[config.mk]
export PLATFORM = sky130hd
export DESIGN_NAME = fpe_regs
export DESIGN_NICKNAME = d
export VERILOG_FILES = /design/src/design/fpe_pkg.sv /design/src/design/fpe_sticky.sv /design/src/design/fpe_unlock.sv /design/src/design/fpe_regs.sv
export SDC_FILE = /design/constraint.sdc
export NUM_CORES = 1
export LEC_CHECK = 0
export BUFFER_PORTS_ARGS = -buffer_cell sky130_fd_sc_hd__buf_2
export CORE_ASPECT_RATIO = 0.7
export CORE_MARGIN = 4
export CORE_UTILIZATION = 59
export DETAILED_ROUTE_END_ITERATION = 8
export PLACE_DENSITY = 0.86
export SLEW_MARGIN = 10
export SYNTH_ARGS = -nofsm -noshare
export SYNTH_HDL_FRONTEND = slang
export SYNTH_SLANG_ARGS = --single-unit
[constraint.sdc]
create_clock -name hclk -period 4.2 [get_ports hclk]
set_clock_uncertainty 0.05 [all_clocks]
set_input_delay 0.21 -clock hclk [delete_from_list [all_inputs] [get_ports hclk]]
set_output_delay 0.21 -clock hclk [all_outputs]
set_load 0.005 [all_outputs]
[src/design/fpe_pkg.sv]
`default_nettype none
package fpe_pkg;

	// ****************
	// register map
	// ****************
	localparam logic [15:0] OFF_CTL  = 16'hF400;
	localparam logic [15:0] OFF_KEY  = 16'hF410;
	localparam logic [15:0] OFF_ADDR = 16'hF420;
	localparam logic [15:0] OFF_DATA = 16'hF430;
	localparam logic [15:0] OFF_SRC  = 16'hF440;
	localparam logic [15:0] OFF_STAT = 16'hF450;
	localparam logic [15:0] OFF_MASK = 16'hF460;

	// ****************
	// control fields
	// ****************
	localparam int CTL_GO  = 15;
	localparam int CTL_ARM = 14;
	localparam int CTL_ERR = 13;
	localparam int OP_W    = 4;
	localparam int ST_DONE = 0;
	localparam int ST_ERR  = 1;
	localparam int ST_W    = 2;

	// ****************
	// operation codes
	// ****************
	localparam logic [3:0] OP_NONE = 4'h0;
	localparam logic [3:0] OP_WORD = 4'h1;
	localparam logic [3:0] OP_ROW  = 4'h3;
	localparam logic [3:0] OP_PAGE = 4'h4;
	localparam logic [3:0] OP_ALL  = 4'h5;

	// ****************
	// reset values and keys
	// ****************
	localparam logic [31:0] REG_RST = 32'h00000000;
	localparam logic [3:0]  OP_RST  = 4'h0;
	localparam logic [ST_W-1:0] ST_RST = 2'h0;
	// key values arbitrary
	localparam logic [31:0] KEY1_DEF = 32'h1234ABCD;
	localparam logic [31:0] KEY2_DEF = 32'hCDAB4321;

	// ****************
	// state types
	// ****************
	typedef enum logic [2:0] {
		UL_IDLE = 3'b001,
		UL_ONE  = 3'b010,
		UL_OPEN = 3'b100
	} fpe_ul_e;

	typedef enum logic [1:0] {
		SQ_IDLE = 2'b01,
		SQ_BUSY = 2'b10
	} fpe_sq_e;

endpackage : fpe_pkg
`default_nettype wire

[src/design/fpe_sticky.sv]
`timescale 1ns/1ns
`default_nettype none
module fpe_sticky #(
	parameter int W = 2
) (
	// clock and reset
	input  wire logic         hclk,
	input  wire logic         hresetn,
	// set and clear
	input  wire logic [W-1:0] set,
	input  wire logic         clr,
	// flags
	output logic      [W-1:0] q
);

	// ****************
	// sticky flags, set wins over clear
	// ****************
	always_ff @(posedge hclk or negedge hresetn) begin
		if (!hresetn) begin
			q <= '0;
		end else if (clr) begin
			q <= set;
		end else begin
			q <= q | set;
		end
	end

endmodule : fpe_sticky
`default_nettype wire

[src/design/fpe_unlock.sv]
`timescale 1ns/1ns
`default_nettype none
module fpe_unlock #(
	parameter logic [31:0] KEY1 = fpe_pkg::KEY1_DEF,
	parameter logic [31:0] KEY2 = fpe_pkg::KEY2_DEF
) (
	// clock and reset
	input  wire logic        hclk,
	input  wire logic        hresetn,
	// bus events
	input  wire logic        key_wr,
	input  wire logic [31:0] key_val,
	input  wire logic        ctl_wr,
	input  wire logic        other,
	// state
	output logic             open
);

	fpe_pkg::fpe_ul_e st_q;
	fpe_pkg::fpe_ul_e st_d;

	// ****************
	// two key writes, then control write
	// ****************
	always_comb begin
		st_d = st_q;
		case (st_q)
			fpe_pkg::UL_IDLE: begin
				if (key_wr && key_val == KEY1) begin
					st_d = fpe_pkg::UL_ONE;
				end
			end
			fpe_pkg::UL_ONE: begin
				if (key_wr && key_val == KEY2) begin
					st_d = fpe_pkg::UL_OPEN;
				end else if (key_wr && key_val == KEY1) begin
					st_d = fpe_pkg::UL_ONE;
				end else if (key_wr || ctl_wr || other) begin
					st_d = fpe_pkg::UL_IDLE;
				end
			end
			fpe_pkg::UL_OPEN: begin
				if (key_wr && key_val == KEY1) begin
					st_d = fpe_pkg::UL_ONE;
				end else if (key_wr || ctl_wr || other) begin
					st_d = fpe_pkg::UL_IDLE;
				end
			end
			default: begin
				st_d = fpe_pkg::UL_IDLE;
			end
		endcase
	end

	always_ff @(posedge hclk or negedge hresetn) begin
		if (!hresetn) begin
			st_q <= fpe_pkg::UL_IDLE;
		end else begin
			st_q <= st_d;
		end
	end

	assign open = (st_q == fpe_pkg::UL_OPEN);

endmodule : fpe_unlock
`default_nettype wire

[src/design/fpe_regs.sv]
// Notes on behaviour
// - key register takes writes but always reads back as zero
// - no flash operation starts unless the unlock sequence was done
// - full-array erase ignores the target address
// - page erase uses the target address to pick the page
// - row program uses the target address to pick the row
// - word program uses the target address to pick the word
// - program word register is cleared only by power-on reset
// - row program fetches data from the row source address
// - codes 1 word, 3 row, 4 page, 5 all; 0, 2, 6 do nothing
// - trigger sets only when armed and unlocked; hardware clears it when done
// - operation select is writable only while the arm bit is 0
// - sequence error flag set on failed operation, cleared on success or code 0, kept by other no-op codes
`timescale 1ns/1ns
`default_nettype none
module fpe_regs #(
	parameter logic [31:0] KEY1 = fpe_pkg::KEY1_DEF,
	parameter logic [31:0] KEY2 = fpe_pkg::KEY2_DEF
) (
	// clock and resets
	input  wire logic        hclk,
	input  wire logic        hresetn,
	input  wire logic        por_n,
	// ahb-lite slave
	input  wire logic        hsel,
	input  wire logic [31:0] haddr,
	input  wire logic [1:0]  htrans,
	input  wire logic        hwrite,
	input  wire logic [2:0]  hsize,
	input  wire logic [31:0] hwdata,
	input  wire logic        hready,
	output logic             hreadyout,
	output logic             hresp,
	output logic      [31:0] hrdata,
	// flash array side
	output logic             flash_req,
	output logic      [3:0]  flash_op,
	output logic      [31:0] flash_addr,
	output logic      [31:0] flash_wdata,
	output logic      [31:0] flash_src,
	input  wire logic        flash_done,
	input  wire logic        flash_fail,
	// interrupt
	output logic             irq
);

	// ****************
	// bus data phase
	// ****************
	logic        dp_vld_q;
	logic        dp_wr_q;
	logic [15:0] dp_addr_q;
	logic        rd_done_q;
	logic        acc;
	logic        rd_ph;
	logic        wr_ev;
	logic        rd_ev;

	assign acc = hsel && htrans[1] && hready;
	assign rd_ph = dp_vld_q && !dp_wr_q;
	assign wr_ev = dp_vld_q && dp_wr_q;
	assign rd_ev = rd_ph && !rd_done_q;
	assign hreadyout = !rd_ev;
	assign hresp = 1'b0;

	always_ff @(posedge hclk or negedge hresetn) begin
		if (!hresetn) begin
			dp_vld_q <= 1'b0;
			dp_wr_q <= 1'b0;
			dp_addr_q <= 16'h0000;
		end else if (hreadyout) begin
			dp_vld_q <= acc;
			dp_wr_q <= hwrite;
			dp_addr_q <= haddr[15:0];
		end
	end

	always_ff @(posedge hclk or negedge hresetn) begin
		if (!hresetn) begin
			rd_done_q <= 1'b0;
		end else begin
			rd_done_q <= rd_ev;
		end
	end

	// ****************
	// address decode
	// ****************
	logic hit_ctl;
	logic hit_key;
	logic hit_addr;
	logic hit_data;
	logic hit_src;
	logic hit_stat;
	logic hit_mask;

	assign hit_ctl  = (dp_addr_q == fpe_pkg::OFF_CTL);
	assign hit_key  = (dp_addr_q == fpe_pkg::OFF_KEY);
	assign hit_addr = (dp_addr_q == fpe_pkg::OFF_ADDR);
	assign hit_data = (dp_addr_q == fpe_pkg::OFF_DATA);
	assign hit_src  = (dp_addr_q == fpe_pkg::OFF_SRC);
	assign hit_stat = (dp_addr_q == fpe_pkg::OFF_STAT);
	assign hit_mask = (dp_addr_q == fpe_pkg::OFF_MASK);

	// ****************
	// unlock tracking
	// ****************
	logic key_wr;
	logic ctl_wr;
	logic other;
	logic open;

	assign key_wr = wr_ev && hit_key;
	assign ctl_wr = wr_ev && hit_ctl;
	assign other = rd_ev || (wr_ev && !hit_key && !hit_ctl);

	fpe_unlock #(
		.KEY1(KEY1),
		.KEY2(KEY2)
	) u_unlock (
		.hclk(hclk),
		.hresetn(hresetn),
		.key_wr(key_wr),
		.key_val(hwdata),
		.ctl_wr(ctl_wr),
		.other(other),
		.open(open)
	);

	// ****************
	// address, data and source registers
	// ****************
	logic [31:0] addr_q;
	logic [31:0] data_q;
	logic [31:0] src_q;

	always_ff @(posedge hclk or negedge hresetn) begin
		if (!hresetn) begin
			addr_q <= fpe_pkg::REG_RST;
		end else if (wr_ev && hit_addr) begin
			addr_q <= hwdata;
		end
	end

	always_ff @(posedge hclk or negedge por_n) begin
		if (!por_n) begin
			data_q <= fpe_pkg::REG_RST;
		end else if (wr_ev && hit_data) begin
			data_q <= hwdata;
		end
	end

	always_ff @(posedge hclk or negedge hresetn) begin
		if (!hresetn) begin
			src_q <= fpe_pkg::REG_RST;
		end else if (wr_ev && hit_src) begin
			src_q <= hwdata;
		end
	end

	// ****************
	// control register
	// ****************
	logic       arm_q;
	logic       go_q;
	logic       err_q;
	logic [3:0] op_q;
	logic       go;
	logic       fin;
	logic       act_q;
	fpe_pkg::fpe_sq_e sq_q;

	assign go = ctl_wr && hwdata[fpe_pkg::CTL_GO] && arm_q && open && !go_q;

	always_ff @(posedge hclk or negedge hresetn) begin
		if (!hresetn) begin
			arm_q <= 1'b0;
		end else if (ctl_wr) begin
			arm_q <= hwdata[fpe_pkg::CTL_ARM];
		end
	end

	always_ff @(posedge hclk or negedge hresetn) begin
		if (!hresetn) begin
			op_q <= fpe_pkg::OP_RST;
		end else if (ctl_wr && !arm_q) begin
			op_q <= hwdata[fpe_pkg::OP_W-1:0];
		end
	end

	always_ff @(posedge hclk or negedge hresetn) begin
		if (!hresetn) begin
			go_q <= 1'b0;
		end else if (go) begin
			go_q <= 1'b1;
		end else if (fin) begin
			go_q <= 1'b0;
		end
	end

	// ****************
	// operation sequencer
	// ****************
	always_ff @(posedge hclk or negedge hresetn) begin
		if (!hresetn) begin
			sq_q <= fpe_pkg::SQ_IDLE;
		end else begin
			case (sq_q)
				fpe_pkg::SQ_IDLE: begin
					if (go) begin
						sq_q <= fpe_pkg::SQ_BUSY;
					end
				end
				fpe_pkg::SQ_BUSY: begin
					if (fin) begin
						sq_q <= fpe_pkg::SQ_IDLE;
					end
				end
				default: begin
					sq_q <= fpe_pkg::SQ_IDLE;
				end
			endcase
		end
	end

	// launch latches operation, address and data
	always_ff @(posedge hclk or negedge hresetn) begin
		if (!hresetn) begin
			act_q <= 1'b0;
			flash_op <= fpe_pkg::OP_RST;
			flash_addr <= fpe_pkg::REG_RST;
			flash_wdata <= fpe_pkg::REG_RST;
			flash_src <= fpe_pkg::REG_RST;
		end else if (go) begin
			flash_op <= op_q;
			flash_wdata <= fpe_pkg::REG_RST;
			flash_src <= fpe_pkg::REG_RST;
			flash_addr <= addr_q;
			case (op_q)
				fpe_pkg::OP_WORD: begin
					act_q <= 1'b1;
					flash_wdata <= data_q;
				end
				fpe_pkg::OP_ROW: begin
					act_q <= 1'b1;
					flash_src <= src_q;
				end
				fpe_pkg::OP_PAGE: begin
					act_q <= 1'b1;
				end
				fpe_pkg::OP_ALL: begin
					act_q <= 1'b1;
					flash_addr <= fpe_pkg::REG_RST;
				end
				default: begin
					act_q <= 1'b0;
				end
			endcase
		end
	end

	assign flash_req = (sq_q == fpe_pkg::SQ_BUSY) && act_q;
	assign fin = (sq_q == fpe_pkg::SQ_BUSY) && (!act_q || flash_done);

	always_ff @(posedge hclk or negedge por_n) begin
		if (!por_n) begin
			err_q <= 1'b0;
		end else if (flash_req && flash_done) begin
			err_q <= flash_fail;
		end else if (fin && flash_op == fpe_pkg::OP_NONE) begin
			err_q <= 1'b0;
		end
	end

	// ****************
	// interrupt status and mask
	// ****************
	logic [fpe_pkg::ST_W-1:0] st_set;
	logic [fpe_pkg::ST_W-1:0] stat;
	logic [fpe_pkg::ST_W-1:0] mask_q;

	assign st_set[fpe_pkg::ST_DONE] = fin;
	assign st_set[fpe_pkg::ST_ERR] = flash_req && flash_done && flash_fail;

	fpe_sticky #(
		.W(fpe_pkg::ST_W)
	) u_stat (
		.hclk(hclk),
		.hresetn(hresetn),
		.set(st_set),
		.clr(rd_ev && hit_stat),
		.q(stat)
	);

	always_ff @(posedge hclk or negedge hresetn) begin
		if (!hresetn) begin
			mask_q <= fpe_pkg::ST_RST;
		end else if (wr_ev && hit_mask) begin
			mask_q <= hwdata[fpe_pkg::ST_W-1:0];
		end
	end

	assign irq = |(stat & mask_q);

	// ****************
	// read data
	// ****************
	logic [31:0] rd_mux;

	always_comb begin
		rd_mux = 32'h00000000;
		if (hit_ctl) begin
			rd_mux = {16'h0000, go_q, arm_q, err_q, 9'h000, op_q};
		end else if (hit_key) begin
			rd_mux = 32'h00000000;
		end else if (hit_addr) begin
			rd_mux = addr_q;
		end else if (hit_data) begin
			rd_mux = data_q;
		end else if (hit_src) begin
			rd_mux = src_q;
		end else if (hit_stat) begin
			rd_mux = {30'h00000000, stat};
		end else if (hit_mask) begin
			rd_mux = {30'h00000000, mask_q};
		end
	end

	always_ff @(posedge hclk or negedge hresetn) begin
		if (!hresetn) begin
			hrdata <= 32'h00000000;
		end else if (rd_ev) begin
			hrdata <= rd_mux;
		end
	end
endmodule : fpe_regs
`default_nettype wire

==> results.cfg <==
[grt]
grt_usage_pct = 28.2
antenna_found_initial = 0
grt_max_degree = 126
overflow = 0
grt_pass1_wl_mm = 46.7
grt_pass1_vias = 8602

[drt]
wl_per_cell_um = 20.3
ant_nets = 0
dr.pass1.iters = 9
first_iter_violations = 1117
via_count = 8600
wl_mm = 29.1
remaining_drc_errors = 0
viasPerCell = 6.00

[timing]
final-setup-viol-count = 0
rsz0062_at_grt = no
max_slew_margin_pct = 35.3
min_period_ns = 2.92
period_share_pct = 69.5
worst_slew_pin_slew_ns = 0.968
fmaxAchievable_ghz = 0.343
hold_viol_final = 0
slew_violations = 0
setup_tns_ns = 0

[clock_network]
cts_hold_buf = 54
cts_resized = 0
root_buffer = clkbuf_16
cts_max_path_buffers = 3
post_cts_buffers = 0
cts_tree = done
htree_num_levels = 1
clk_pin_slew_ns = 0.07
cts_sinks = 264
cts_made_buffers = 24
clk_latency_ns = 0.52

[yosys]
syn_area_um2 = 10900
synth_seq_cells = 264
yosysSeqAreaShare_pct = 60.5
synth.top_cell.area_share_pct = 60.0
synth_warnings = 0
synth_area_leaders = dfrtp_1, mux2_2, nand2_1, o21ai_0, a222oi_1
avgSynthCellArea_um2 = 11.4
synth_top_cell_by_area = dfrtp_1
ys.flop_type = dfrtp_1
syn_nets = 1039
synthArstFlopShare_pct = 100
yosysUniqueCellTypes = 52
synth_edf_count = 0
syn-instance-count = 962

[final_layout]
final_layout_size_suffix_gt1_share_pct = 31.6
antenna_cells = 0
synthToLayoutAreaGrowth_pct = 23.1
nets = 1258

[floorplan]
die-area_um2 = 20800
io_pins = 213
die_h_um = 122
die-width_um = 171
initial_core_util_pct = 60.3
core_um2 = 18100
row_count = 41

[power_and_ir_drop]
peakVddDrop_mv = 0.325
intPower_uw = 4230
p_clk_share_pct = 42.0
power.total_uw = 5520
comb_power_share_pct = 8.0
netSwitchingFraction_pct = 23.2
switchingPower_uw = 1280
p_leak_uw = 0.00644
seqPwrFrac_pct = 50.0
p_per_area_nw_per_um2 = 410

[worst_setup_path]
worst_setup_path_end_kind = flip-flop
cp.required_ns = 4.55
worst_ep_arrival_time_ns = 3.27
path_class = flip-flop to flip-flop
cp-start-kind = flip-flop
crit_fanout = 33

[placed_design]
port_buffers = 191
gp_congestion = 0.909
hpwl_mm = 19.0

[run]
drv_cap = 0

[hold_path]
worstHoldPathType = primary input to flip-flop

[run_status]
status = finished, final reports clean
registers in the layout, summed over array words and instances (netlist names):
register and cells:
u_unlock.st_q 3, err_q 1, flash_op 4, addr_q 32, data_q 32, sq_q 2, hrdata 32, act_q 1
flash_wdata 32, u_stat.q 2, dp_wr_q 1, rd_done_q 1, op_q 4, src_q 32, flash_addr 32, go_q 1
flash_src 32, mask_q 2, arm_q 1, dp_vld_q 1, dp_addr_q 16
cell usage after synthesis (6+ instances only):
| cell | number |
|---|---|
| a222oi_1 | 30 |
| nand2_1 | 208 |
| buf_2 | 10 |
| clkbuf_1 | 51 |
| mux2_2 | 116 |
| nor2b_1 | 6 |
| dfrtp_1 | 262 |
| inv_1 | 9 |
| o21ai_0 | 106 |
| nand3_1 | 6 |
| a21oi_1 | 26 |
| a31oi_1 | 7 |
| nor4b_1 | 6 |
| nor2_1 | 35 |
placed cells by master, fill, tap and decap left out, types with 7 or more instances in the layout:
cell | synthesis | final
dfrtp_1 | 262 | 262
buf_4 | 1 | 16
buf_2 | 10 | 190
nor2_1 | 35 | 35
a21oi_1 | 26 | 26
inv_1 | 9 | 8
clkbuf_16 | 0 | 25
dlygate4sd3_1 | 0 | 54
mux2_2 | 116 | 116
a31oi_1 | 7 | 7
a222oi_1 | 30 | 30
nand2_1 | 208 | 208
o21ai_0 | 106 | 106
worst paths after layout:
path | slack, ns | end | cells after the start | startpoint
min in group asynchronous | 0.31 | data_q[16] | 2 | por_n
max in group asynchronous | 2.76 | sq_q[0] | 3 | hresetn
min | 0.03 | data_q[0] | 2 | hwdata[0]
max reg2reg | 1.28 | u_stat.q[1] | 5 | dp_wr_q
min reg2reg | 0.42 | flash_wdata[3] | 2 | flash_wdata[3]
max | 1.28 | u_stat.q[1] | 5 | dp_wr_q
final cells by class:
cell class                      count  area (µm²)
Tap cell                          236         295
Clock inverter                     11         163
Fill cell                        1237        4670
Clock buffer                       31         668
Multi-Input combinational cell    620        4020
Inverter                            9        33.8
Timing Repair Buffer              262        1650
Sequential cell                   264        6610
worst max-delay path, cell delays in order, from the launching register on:
cell,delay [ns]
dfrtp_1,0.41
or3b_2,0.74
inv_2,0.55
nand4_1,0.23
a32o_1,0.26
dlygate4sd3_1,0.55
power by group through the flow:
stage               logic [µW]  clock network (µW)  registers [µW]
floorplan                  154                   0            2780
global placement           386                   0            2790
detailed placement         399                   0            2800
CTS                        443                2340            2750
global route               500                2450            2770
finish                     442                2320            2760
metrics by stage:
stage,utilization (%),setup slack [ns],hold WS (ns),instance area [µm²],cells
detailed placement,66.6,1.42,0.320,12100,1337
floorplan,-,1.93,-0.136,10900,962
finish,74.2,1.28,0.0316,13400,1433
global route,74.2,1.12,0.0222,13400,1433
global placement,66.6,1.47,0.308,12100,1337
CTS,74.2,1.30,0.00957,13400,1433
cell families (layout without fill, tap and decap cells):
| group | after synthesis | in the layout | synth area share [%] |
|---|---|---|---|
| AOI/OAI and AO/OA | 182 | 182 | 10.2 |
| xor gates and xnor gates | 1 | 1 | 0.0802 |
| buffers and inverters | 78 | 313 | 3.05 |
| DFF | 264 | 264 | 60.5 |
| muxes | 123 | 123 | 12.7 |
| other | 1 | 1 | 0.0343 |
| and+or+nand+nor | 313 | 313 | 13.5 |
layer usage:
metal / up-vias / wire [µm] / global-route usage, %
met5: - / 0 / 0
met4: 0 / 294 / 4.99
met3: 30 / 2900 / 5.55
met2: 455 / 13300 / 44.1
met1: 4298 / 12600 / 42.3
li1: 3817 / - / -
Note: power is estimated with default switching activity, not from simulation.
